[src/cpt_consts.svh]
// Byte offsets, field positions and reset values of the timer control slice.
// Assumes inclusion by bare name from the design files and the bench; the package does not include it.
`ifndef CPT_CONSTS_SVH
`define CPT_CONSTS_SVH

// Register byte offsets on the 32-bit bus.
`define CPT_OFS_CTRL       8'h00
`define CPT_OFS_PRESC_LO   8'h04
`define CPT_OFS_PRESC_HI   8'h08
`define CPT_OFS_MAIN       8'h0C
`define CPT_OFS_PERIOD     8'h10
`define CPT_OFS_IRQ_STAT   8'h14
`define CPT_OFS_IRQ_CLR    8'h18
`define CPT_OFS_IRQ_EN     8'h1C

// Control word field positions.
`define CPT_BIT_FLAG       15
`define CPT_BIT_IRQ_EN     14
`define CPT_BIT_FREE       11
`define CPT_BIT_SOFT       10
`define CPT_BIT_RELOAD     5
`define CPT_BIT_HALT       4

// Interrupt status, clear and enable share one layout.
`define CPT_BIT_EV_ZERO    0

// Reset values.
`define CPT_RST_DIVIDE     16'h0000
`define CPT_RST_PRESC      16'h0000
`define CPT_RST_PERIOD     32'hFFFF_FFFF
`define CPT_RST_MAIN       32'hFFFF_FFFF

`endif

[src/cpt_pkg.sv]
// Types shared by the timer control slice.
// Assumes the constants header is compiled alongside.
`default_nettype none
package cpt_pkg;

    // Bus slave progress through a transfer.
    typedef enum logic [1:0] {
        BUS_IDLE   = 2'b00,
        BUS_WRITE  = 2'b01,
        BUS_RDWAIT = 2'b10,
        BUS_RDOUT  = 2'b11
    } cpt_bus_state_type;

endpackage
`default_nettype wire

[src/cpt_prescaler.sv]
// Sixteen-bit prescale counter of the timer.
// Assumes run and reload are synchronous single-clock controls.
`timescale 1ns/100ps
`default_nettype none
`include "cpt_consts.svh"

module cpt_prescaler (
    // Clock and reset.
    input  wire logic        hclk,
    input  wire logic        hresetn,
    // Control.
    input  wire logic        run,
    input  wire logic        reload,
    input  wire logic [15:0] divide_down,
    // State.
    output logic      [15:0] count_q,
    output logic             tick
);

    // A tick is the cycle the count sits at zero while running.
    assign tick = run && (count_q == 16'h0000);

    // Count down, reload from the divide-down value at zero or on a strobe.
    always_ff @(posedge hclk or negedge hresetn) begin
        if (!hresetn) begin
            count_q <= `CPT_RST_PRESC;
        end else if (reload) begin
            count_q <= divide_down;
        end else if (run) begin
            if (count_q == 16'h0000) begin
                count_q <= divide_down;
            end else begin
                count_q <= count_q - 16'h0001;
            end
        end
    end

    // A running nonzero count falls by exactly one.
    property p_count_down;
        @(posedge hclk) disable iff (!hresetn)
        (run && !reload && count_q != 16'h0000) |=> (count_q == $past(count_q) - 16'h0001);
    endproperty
    a_count_down: assert property (p_count_down) else $error("prescale did not step down");

    // At zero the next count is the divide-down value.
    property p_reload_at_zero;
        @(posedge hclk) disable iff (!hresetn)
        (tick || reload) |=> (count_q == $past(divide_down));
    endproperty
    a_reload_at_zero: assert property (p_reload_at_zero) else $error("prescale not reloaded");

endmodule
`default_nettype wire

[src/cpt_timer_ctrl.sv]
// Control, prescale and main counter of a 32-bit down-counting timer with
// an AHB-Lite register slave and one level interrupt.
// Assumes a single AHB-Lite master, word transfers only, and a debug halt
// request synchronous to hclk.
`timescale 1ns/100ps
`default_nettype none
`include "cpt_consts.svh"

module cpt_timer_ctrl (
    // Clock and reset.
    input  wire logic        hclk,
    input  wire logic        hresetn,
    // AHB-Lite slave.
    input  wire logic        hsel,
    input  wire logic [31:0] haddr,
    input  wire logic [1:0]  htrans,
    input  wire logic        hwrite,
    input  wire logic [2:0]  hsize,
    input  wire logic [31:0] hwdata,
    input  wire logic        hready,
    output logic             hreadyout,
    output logic             hresp,
    output logic      [31:0] hrdata,
    // Debugger breakpoint request.
    input  wire logic        debug_halt,
    // Interrupt and status.
    output logic             irq,
    output logic             timer_running
);

    cpt_pkg::cpt_bus_state_type bus_q;
    cpt_pkg::cpt_bus_state_type bus_d;
    logic [7:0]  addr_q;
    logic [31:0] hrdata_q;
    logic [31:0] rd_mux;
    logic        take;
    logic        wr_en;
    logic        halt_q;
    logic        irq_en_q;
    logic        free_q;
    logic        soft_q;
    logic        flag_q;
    logic        emu_stop_q;
    logic [15:0] divide_q;
    logic [31:0] period_q;
    logic [31:0] main_q;
    logic [15:0] presc_count;
    logic        tick;
    logic        run;
    logic        reload;
    logic        hits_zero;
    logic        flag_clr;

    // An address phase is accepted only for a selected, active transfer.
    assign take  = hsel && htrans[1] && hready;
    assign wr_en = (bus_q == cpt_pkg::BUS_WRITE);

    // Reads take one wait state so that read data come from a register
    // sampled after any write of the previous transfer has landed.
    always_comb begin
        bus_d = cpt_pkg::BUS_IDLE;
        unique case (bus_q)
            cpt_pkg::BUS_RDWAIT: begin
                bus_d = cpt_pkg::BUS_RDOUT;
            end
            cpt_pkg::BUS_IDLE, cpt_pkg::BUS_WRITE, cpt_pkg::BUS_RDOUT: begin
                if (take) begin
                    bus_d = hwrite ? cpt_pkg::BUS_WRITE : cpt_pkg::BUS_RDWAIT;
                end
            end
        endcase
    end

    // Bus state and latched address.
    always_ff @(posedge hclk or negedge hresetn) begin
        if (!hresetn) begin
            bus_q  <= cpt_pkg::BUS_IDLE;
            addr_q <= 8'h00;
        end else begin
            bus_q <= bus_d;
            if (take) begin
                addr_q <= haddr[7:0];
            end
        end
    end

    assign hreadyout = (bus_q != cpt_pkg::BUS_RDWAIT);
    assign hresp     = 1'b0;    // Always OKAY; unmapped reads give zero.
    assign hrdata    = hrdata_q;

    // Read view; the reload strobe and reserved bits read as zero.
    always_comb begin
        rd_mux = 32'h0000_0000;
        unique case (addr_q)
            `CPT_OFS_CTRL: begin
                rd_mux[`CPT_BIT_FLAG]   = flag_q;
                rd_mux[`CPT_BIT_IRQ_EN] = irq_en_q;
                rd_mux[`CPT_BIT_FREE]   = free_q;
                rd_mux[`CPT_BIT_SOFT]   = soft_q;
                rd_mux[`CPT_BIT_HALT]   = halt_q;
            end
            `CPT_OFS_PRESC_LO: rd_mux[15:0] = {presc_count[7:0], divide_q[7:0]};
            `CPT_OFS_PRESC_HI: rd_mux[15:0] = {presc_count[15:8], divide_q[15:8]};
            `CPT_OFS_MAIN:     rd_mux = main_q;
            `CPT_OFS_PERIOD:   rd_mux = period_q;
            `CPT_OFS_IRQ_STAT: rd_mux[`CPT_BIT_EV_ZERO] = flag_q;
            `CPT_OFS_IRQ_EN:   rd_mux[`CPT_BIT_EV_ZERO] = irq_en_q;
            default:           rd_mux = 32'h0000_0000;
        endcase
    end

    // Read data register, loaded during the wait state.
    always_ff @(posedge hclk or negedge hresetn) begin
        if (!hresetn) begin
            hrdata_q <= 32'h0000_0000;
        end else if (bus_q == cpt_pkg::BUS_RDWAIT) begin
            hrdata_q <= rd_mux;
        end
    end

    // Control word bits written by software.
    always_ff @(posedge hclk or negedge hresetn) begin
        if (!hresetn) begin
            halt_q   <= 1'b0;
            irq_en_q <= 1'b0;
            free_q   <= 1'b0;
            soft_q   <= 1'b0;
        end else if (wr_en && addr_q == `CPT_OFS_CTRL) begin
            halt_q   <= hwdata[`CPT_BIT_HALT];
            irq_en_q <= hwdata[`CPT_BIT_IRQ_EN];
            free_q   <= hwdata[`CPT_BIT_FREE];
            soft_q   <= hwdata[`CPT_BIT_SOFT];
        end else if (wr_en && addr_q == `CPT_OFS_IRQ_EN) begin
            irq_en_q <= hwdata[`CPT_BIT_EV_ZERO];
        end
    end

    // Divide-down and period values; software sets the divide-down to the
    // wanted stretch factor minus one.
    always_ff @(posedge hclk or negedge hresetn) begin
        if (!hresetn) begin
            divide_q <= `CPT_RST_DIVIDE;
            period_q <= `CPT_RST_PERIOD;
        end else if (wr_en) begin
            if (addr_q == `CPT_OFS_PRESC_LO) begin
                divide_q[7:0] <= hwdata[7:0];
            end
            if (addr_q == `CPT_OFS_PRESC_HI) begin
                divide_q[15:8] <= hwdata[7:0];
            end
            if (addr_q == `CPT_OFS_PERIOD) begin
                period_q <= hwdata;
            end
        end
    end

    // Only a written one fires the reload strobe; a zero does nothing.
    assign reload = wr_en && (addr_q == `CPT_OFS_CTRL) && hwdata[`CPT_BIT_RELOAD];
    // Free run masks a pending breakpoint stop at once, so setting it never
    // leaves the timer idle for the cycle that the stop flop takes to clear.
    assign run    = !halt_q && !(emu_stop_q && !free_q);
    assign timer_running = run;

    cpt_prescaler u_presc (
        .hclk        (hclk),
        .hresetn     (hresetn),
        .run         (run),
        .reload      (reload),
        .divide_down (divide_q),
        .count_q     (presc_count),
        .tick        (tick)
    );

    // The main counter steps on a prescale tick; a 1 to 0 step is the event.
    // A strobe or a software write in the same cycle overrides the step, so
    // no zero is reached then and the flag must stay put.
    assign hits_zero = tick && (main_q == 32'h0000_0001) && !reload
                    && !(wr_en && addr_q == `CPT_OFS_MAIN);

    // Main counter: strobe beats a software write, which beats a tick.
    always_ff @(posedge hclk or negedge hresetn) begin
        if (!hresetn) begin
            main_q <= `CPT_RST_MAIN;
        end else if (reload) begin
            main_q <= period_q;
        end else if (wr_en && addr_q == `CPT_OFS_MAIN) begin
            main_q <= hwdata;
        end else if (tick) begin
            if (main_q == 32'h0000_0000) begin
                main_q <= period_q;
            end else begin
                main_q <= main_q - 32'h0000_0001;
            end
        end
    end

    // Clearing comes from a one in the flag bit or in the clear register.
    assign flag_clr = wr_en && (((addr_q == `CPT_OFS_CTRL) && hwdata[`CPT_BIT_FLAG])
                    || ((addr_q == `CPT_OFS_IRQ_CLR) && hwdata[`CPT_BIT_EV_ZERO]));

    // Sticky zero flag; a new event in the clearing cycle is kept.
    always_ff @(posedge hclk or negedge hresetn) begin
        if (!hresetn) begin
            flag_q <= 1'b0;
        end else if (hits_zero) begin
            flag_q <= 1'b1;
        end else if (flag_clr) begin
            flag_q <= 1'b0;
        end
    end

    assign irq = flag_q && irq_en_q;

    // Breakpoint stop: free run ignores it, otherwise the stop lands on the
    // next step, or in soft mode on the step that reaches zero, so in soft
    // mode the flag is always set by then.
    always_ff @(posedge hclk or negedge hresetn) begin
        if (!hresetn) begin
            emu_stop_q <= 1'b0;
        end else if (!debug_halt || free_q) begin
            emu_stop_q <= 1'b0;
        end else if (tick && (!soft_q || hits_zero)) begin
            emu_stop_q <= 1'b1;
        end
    end

    // Free run keeps the timer counting through a breakpoint.
    property p_free_runs;
        @(posedge hclk) disable iff (!hresetn)
        (free_q && !halt_q) |-> run;
    endproperty
    a_free_runs: assert property (p_free_runs) else $error("free run stopped by debug");

    // Hard stop halts right after the next step.
    property p_hard_stop;
        @(posedge hclk) disable iff (!hresetn)
        (debug_halt && !free_q && !soft_q && tick) ##1 (debug_halt && !free_q) |-> !run;
    endproperty
    a_hard_stop: assert property (p_hard_stop) else $error("hard stop missed");

    // Soft stop only ever follows a flag-setting step.
    property p_soft_flag;
        @(posedge hclk) disable iff (!hresetn)
        ($rose(emu_stop_q) && $past(soft_q)) |-> flag_q;
    endproperty
    a_soft_flag: assert property (p_soft_flag) else $error("soft stop before flag");

    // A step to zero sets the flag on the next edge.
    property p_flag_set;
        @(posedge hclk) disable iff (!hresetn)
        hits_zero |=> flag_q;
    endproperty
    a_flag_set: assert property (p_flag_set) else $error("zero flag not set");

    // Interrupt follows the flag only under the enable.
    property p_irq_gate;
        @(posedge hclk) disable iff (!hresetn)
        irq |-> (irq_en_q && flag_q);
    endproperty
    a_irq_gate: assert property (p_irq_gate) else $error("irq without enable");

    // The strobe loads the period into the main counter.
    property p_reload;
        @(posedge hclk) disable iff (!hresetn)
        reload |=> (main_q == $past(period_q) && presc_count == $past(divide_q));
    endproperty
    a_reload: assert property (p_reload) else $error("reload strobe lost");

    // While halted by software the counters hold still.
    property p_halt_holds;
        @(posedge hclk) disable iff (!hresetn)
        (halt_q && !reload && !wr_en) |=> $stable(main_q) && $stable(presc_count);
    endproperty
    a_halt_holds: assert property (p_halt_holds) else $error("counting while halted");

    // A step below zero wraps to the period value.
    property p_wrap;
        @(posedge hclk) disable iff (!hresetn)
        (tick && main_q == 32'h0000_0000 && !reload && !wr_en) |=> (main_q == $past(period_q));
    endproperty
    a_wrap: assert property (p_wrap) else $error("no wrap to period");

endmodule
`default_nettype wire

[config.mk]
export PLATFORM = sky130hd
export DESIGN_NAME = cpt_timer_ctrl
export DESIGN_NICKNAME = d
export VERILOG_FILES = /design/src/cpt_pkg.sv /design/src/cpt_prescaler.sv /design/src/cpt_timer_ctrl.sv
export VERILOG_INCLUDE_DIRS = /design/src
export SDC_FILE = /design/constraint.sdc
export NUM_CORES = 1
export LEC_CHECK = 0
export BUFFER_PORTS_ARGS = -buffer_cell sky130_fd_sc_hd__buf_2
export CAP_MARGIN = 10
export CORE_MARGIN = 8
export CORE_UTILIZATION = 25
export CTS_CLUSTER_DIAMETER = 150
export CTS_CLUSTER_SIZE = 25
export DETAILED_ROUTE_END_ITERATION = 8
export GPL_TIMING_DRIVEN = 0
export PLACE_DENSITY = 0.43
export RECOVER_POWER = 50
export SYNTH_ARGS = -nofsm -noshare
export SYNTH_HDL_FRONTEND = slang
export SYNTH_SLANG_ARGS = --single-unit
[constraint.sdc]
create_clock -name hclk -period 2.35 [get_ports hclk]
set_input_delay 0.3525 -clock hclk [delete_from_list [all_inputs] [get_ports hclk]]
set_output_delay 0.3525 -clock hclk [all_outputs]
set_load 0.1 [all_outputs]
Yosys cells after proc, flatten, opt, wreduce, memory -nomap -nowiden

Cells that the tools add are included.
Widths: inputs -> output; s select.

Add/sub/neg operators: 2
$mul: 0
Divide/modulo/power cells: 0
$lt $le $gt $ge: 0
Equality and inequality tests: 12
Shifts and indexed selects: 0
Muxes and demuxes: 24
Bitwise logic cells: 0
Reduce and logical (&&, ||, !) cells: 40

Operators by type and width:

| operator              | number |
|---|---|
| $mux 32               | 4 |
| $mux 16               | 3 |
| $eq 32x1->1 const B   | 1 |
| $eq 8x5->1 const B    | 4 |
| $logic_not 32->1      | 1 |
| $pmux 16 s2           | 1 |
| $sub 32x1->32 const B | 1 |
| $pmux 2 s5            | 2 |
| $pmux 5 s4            | 1 |
| $logic_and 1x1->1     | 17 |
| $eq 8x4->1 const B    | 2 |
| $logic_not 16->1      | 1 |
| $sub 16x1->16 const B | 1 |
| $pmux 3 s4            | 1 |
| $eq 8x3->1 const B    | 1 |
| $logic_not 8->1       | 1 |
| $pmux 2 s4            | 1 |
| $reduce_bool 2->1     | 4 |
| $logic_not 1->1       | 7 |
| $mux 1                | 6 |
| $pmux 1 s6            | 1 |
| $reduce_and 2->1      | 3 |
| $pmux 1 s5            | 1 |
| $eq 2x2->1 const B    | 2 |
| other kinds (8)       | 11 |

Register bits: 144
Bits in latches: 0
Bits in writable memories: 0
Bits in read-only memories: 0
Bits of input ports: 75
Word-level logic and storage cells: 92
Memories: 0

Longest topological paths before layout

Depth in word-level cells: 12
Depth in mapped cells: 10
Depth with buffers taken out: 8

By module

Synthesis repeated with hierarchy kept, for this count alone.

Cell total of the unflattened synthesis: 822
Area total of the unflattened synthesis: 8,136.6 um2

Modules (own cells, without submodules):

| module         | instances | cells each | area an instance (um2) |
|---|---|---|---|
| cpt_timer_ctrl | 1         | 685        | 6,956.7 |
| cpt_prescaler  | 1         | 137        | 1,179.9 |

Worst setup path after synthesis

No wires, ideal clock.

Path type: register -> register
Start point: register emu_stop_q
End point: register main_q[27]
Setup time: 0.097 ns
Arrival: 3.041 ns
Required time: 2.253 ns
Setup slack: -0.788 ns
Cell stages (with the launch flop): 6
Path buffers: 1
Cells stage by stage: dfrtp_1 > a21oi_1 > and3_1 > nor2_2 > buf_6 > o41ai_2

Word-level cells in the longest chain between the ends: 5

Ends and longest elaborated chain:

| item                               | RTL line              | text |
|---|---|---|
| start, declared                    | cpt_timer_ctrl.sv:43  | `logic emu_stop_q;` |
| start signal, assigned             | cpt_timer_ctrl.sv:219 | `emu_stop_q <= 1'b0;` |
| start signal, assigned             | cpt_timer_ctrl.sv:221 | `emu_stop_q <= 1'b0;` |
| start signal, assigned             | cpt_timer_ctrl.sv:223 | `emu_stop_q <= 1'b1;` |
| $logic_and 1x1->1                  | cpt_timer_ctrl.sv:161 | `assign run = !halt_q && !(emu_stop_q && !free_q);` |
| $logic_not 1->1                    | cpt_timer_ctrl.sv:161 |  |
| $logic_and 1x1->1                  | cpt_timer_ctrl.sv:161 |  |
| named net timer_running            | cpt_timer_ctrl.sv:28  | `output logic timer_running` |
| $logic_and 1x1->1                  | cpt_prescaler.sv:21   | `assign tick = run && (count_q == 16'h0000);` |
| $reduce_bool 3->1 (no source line) | --                    |  |
| end signal, assigned               | cpt_timer_ctrl.sv:183 | `` main_q <= `CPT_RST_MAIN; `` |
| end signal, assigned               | cpt_timer_ctrl.sv:185 | `main_q <= period_q;` |
| end signal, assigned               | cpt_timer_ctrl.sv:187 | `main_q <= hwdata;` |
| end, declared                      | cpt_timer_ctrl.sv:46  | `logic [31:0] main_q;` |

The timed path passes the listed nets, and every way through them passes these cells.
A chain may end at the register's enable or synchronous reset.

Worst setup path after layout

Start point: register main_q[4]
End point: register main_q[30]

Word-level cells in the longest chain between the ends: 5
Elaborated cells between the ends (all ways): 6
Those cells by class: add/sub (1); mux (4); reduce/logical (1)

Ends and longest elaborated chain:

| item                                              | RTL line                                     | text |
|---|---|---|
| $sub 32x1->32 or $logic_not 32->1 (tied branches) | cpt_timer_ctrl.sv:192, cpt_timer_ctrl.sv:189 |  |
| $mux 32 *                                         | cpt_timer_ctrl.sv:189                        | `if (main_q == 32'h0000_0000) begin` |
| $mux 32 *                                         | cpt_timer_ctrl.sv:188                        | `end else if (tick) begin` |
| $mux 32 *                                         | cpt_timer_ctrl.sv:186                        | `` end else if (wr_en && addr_q == `CPT_OFS_MAIN) begin `` |
| $mux 32 *                                         | cpt_timer_ctrl.sv:184                        | `end else if (reload) begin` |

Mark *: on every way between the ends. The rest lies on a longest branch, timed or not. The select of a mux whose other input is x is not followed.

==> results by group <==
Global route
  – First-pass GRT wire length: 52,300 um
  – GR Overflow Total: 0
  – Global-route usage over all layers: 17.8%
  – Vias in the first global route: a little under 8,000
  – Largest net degree at the start of global routing: 76
  – Antenna violations before repair: 1

Synth
  – Syn. warnings: 0
  – Syn_nets: 962
  – Post-synthesis sequential area ratio: 44.3%
  – Mapped Area: 8320 um2
  – EDFF count, synth: 0
  – Cell count after synthesis: 883
  – Post-synthesis cell type count: 76
  – Post-synth top flop: dfrtp_1
  – Post-synthesis area per instance: 9.42 um2
  – FF+latch count, synth: between 100 and 150
  – Async SR Flop Fraction: between 90% and 100%

Setup path
  – CP startpoint kind: flop
  – R2r setup slk: 30 ps
  – Top delay family on crit path: simple AND/OR/NAND/NOR gates
  – CP max-delay cell: or4_4
  – Critical Path RT: 2730 ps
  – Critical path type: flop to flop
  – Crit path depth: 9
  – Crit path cell chain: buf_6 > nor4_4 > buf_4 > nand4_1 > buf_4 > or4_4 > o31ai_4 > o22ai_2 > nand2_1
  – Most frequent CP cell: buf_4
  – R2r startpoint: main_q[4]
  – Critical path endpoint category: flop
  – WP data arrival: 2700 ps
  – Reg2Reg Depth: 9
  – Critical Path Fanout Max: 9
  – CP bufs+invs: 3
  – Critical path's largest stage delay: 530 ps
  – Crit. Startpoint: main_q[4]
  – FF-to-FF End: main_q[30]

Clock tree
  – CTS root buf: clkbuf_16
  – Clk pin slew, worst setup/hold paths: roughly 70 ps
  – Worst-Skew Late Latency: 440 ps
  – TritonCTS clock tree: built
  – H-tree levels: 4
  – Cts bufs inserted: 17
  – CTS sink cnt: approximately 140
  – Clk buf depth: 2

Placed design
  – Placed Cells: 1,407
  – Worst Setup Slack post-DPL: -1180 ps
  – DP Wirelength: 24,900 um
  – PortBufs: 81
  – Gpl congestion: 0.907

Floorplan
  – Die Span Y: 198 um
  – I/O pin count: 111
  – Starting Density: 25.5%
  – Placement Rows: 66
  – Die Wd: around 200 um
  – Die Area: 39,400 um2
  – Core area: between 30,000 and 40,000 um2

Finish
  – Layout area overhead: 30.3%
  – # fillers: 3,373
  – Final Non-Filler Cells: 1,483
  – Final #Nets: 1,107
  – # diodes: 0
  – Fraction of layout cells with a size suffix above 1: 39.8%
  – Core Util, Final: 33.2%

Power
  – Leak pwr: 4.37 nW
  – Final Total Pwr: approximately 9 mW
  – Worst VDD drop: around 0.54 mV
  – PwrDens: roughly 830 nW/um2

Drt
  – Initial drt markers: 817
  – Total number of vias: 7,982
  – Met3 wire length: 2130 um
  – Post-Route WL: ~35,000 um
  – First-pass iteration count of the detailed router: 8
  – Uppermost layer routed: met5
  – M1 WL: 15,800 um
  – Post-DRT Antenna Nets: 0
  – Routed wl met2: between 15,000 and 20,000 um
  – Routed len/inst: around 23 um
  – # DRC: 0
  – Drt via density: around 5.4

Min path
  – Min-Delay Path Class: input pin to flop
  – Min-delay src: hwrite
  – Worst Hold Depth: 2
  – Worst hold endpoint: bus_q[1]

Timing
  – TNS Setup: 0 ps
  – Count of final hold-check violations: 0
  – Slew Viols, Final: 70
  – Worst slew margin: -15.7%
  – Worst slew pin tran: 1740 ps
  – FMAX: 431 MHz
  – Final setup viols: 0
  – Final period util: 98.8%
  – Setup Skew: 9.63 ps
  – Setup ws final: about 29 ps
  – Period minus WS final: 2320 ps
  – RSZ-0062 raised after global routing: yes

Run
  – Max cap viols: 1

Outcome
  – Status: complete, but fails checks
  – Failing checks: max-capacitance violations, max-slew violations
==> cells in the mapped netlist (5+ instances only) <==
master    instances  area, um2
a221oi_1          7       61.3
dfrtp_1          80       2000
nand4_1           8       50.1
or4_1             8       60.1
nand2_1         110        413
o21ai_0          86        430
inv_1            11       41.3
a22oi_1          24        180
nor3_1           30        150
mux2_2           59        664
mux2i_1           5       50.1
nor2b_1           6       37.5
nor4_1           11       68.8
buf_2             7       35.0
dfstp_2          64       1680
a22o_1           17        149
nand2b_1          6       37.5
or3_1            11       68.8
o31ai_1          10       75.1
a21oi_1          45        225
a31oi_1           9       56.3
o41ai_1           5       43.8
o22ai_1          23        144
xnor2_1           7       61.3
o211ai_1         10       75.1
buf_1             5       18.8
a222oi_1         10        100
nor2_1           55        206
buf_6             5       56.3
and2_1            5       31.3
nand3_1          18       90.1
clkbuf_1         40        150
==> per-stage QoR <==
| stage | hold WS [ps] | cell area (um2) |
|---|---|---|
| finish | 117 | 10800 |
| global route | 135 | 10800 |
| CTS | 110 | 10500 |
| detailed placement | 353 | 9330 |
| global placement | 459 | 9290 |
| floorplan | 56.9 | 8330 |
==> routing by layer <==
layer	vias up	global-route usage [%]
met5	-	0
met4	2	4.70
met3	46	3.23
met2	301	28.2
met1	3992	24.7
li1	3641	-
==> cells by family (layout without fill, tap and decap cells) <==
family / after synthesis / in the layout / synth area share (%)
and+or+nand+nor: 304 / 304 / 18.9
buffers and inverters: 72 / 230 / 3.99
xor gates and xnor gates: 9 / 9 / 0.948
other: 1 / 1 / 0.0451
DFF: 144 / 144 / 44.3
adders and majority gates: 4 / 4 / 0.602
muxes: 64 / 64 / 8.59
AOI/OAI and AO/OA: 285 / 285 / 22.6
==> worst max path at each step <==
stage / slack (ps) / end
after floorplan: 80 / main_q[14]
after global placement: -1460 / hrdata[5]
after detailed placement: -1180 / main_q[29]
after CTS: -0.2 / main_q[29]
after global routing: -60 / main_q[14]
final: 30 / main_q[30]
==> registers in the layout, summed over array words and instances (netlist names), 2 cells and up <==
register,cells
addr_q,8
bus_q,2
u_presc.count_q,16
period_q,32
divide_q,16
hrdata,32
main_q,32
==> area by class of cell <==
cell class | count | area, um2 | share of cell area [%]
buffer | 52 | 367 | 3.38
multi-input combinational | 667 | 4670 | 43.1
sequential | 144 | 3690 | 34.1
inverter | 11 | 43.8 | 0.404
clock buffer | 24 | 512 | 4.72
clock inverter | 8 | 103 | 0.947
tap | 442 | 553 | 5.11
timing repair buffer | 135 | 895 | 8.26
==> cell usage in the layout (no fill, tap or decap), types with 24 or more instances in the layout <==
cell type  Yosys  final
mux2_2        59     59
dfstp_2       64     64
a22oi_1       24     24
buf_2          7     84
dfrtp_1       80     75
nand2_1      110    105
buf_4          4     56
o21ai_0       86     80
a21oi_1       45     41
nor2_1        55     50
==> report_power, final <==
group	internal (mW)	switching, mW	leakage, nW
combinational	0.890	1.40	2.36
sequential	3.13	0.700	1.71
clock	1.73	1.15	0.298
==> repair_timing <==
item,in CTS,in global routing
pin swaps,15,17
setup endpoints to repair,133,105
hold buffers,1,0
gates cloned,2,0
resized for setup,103,65
setup buffers,31,19
hold endpoints to repair,34,0
(Power assumes the default switching activity.)
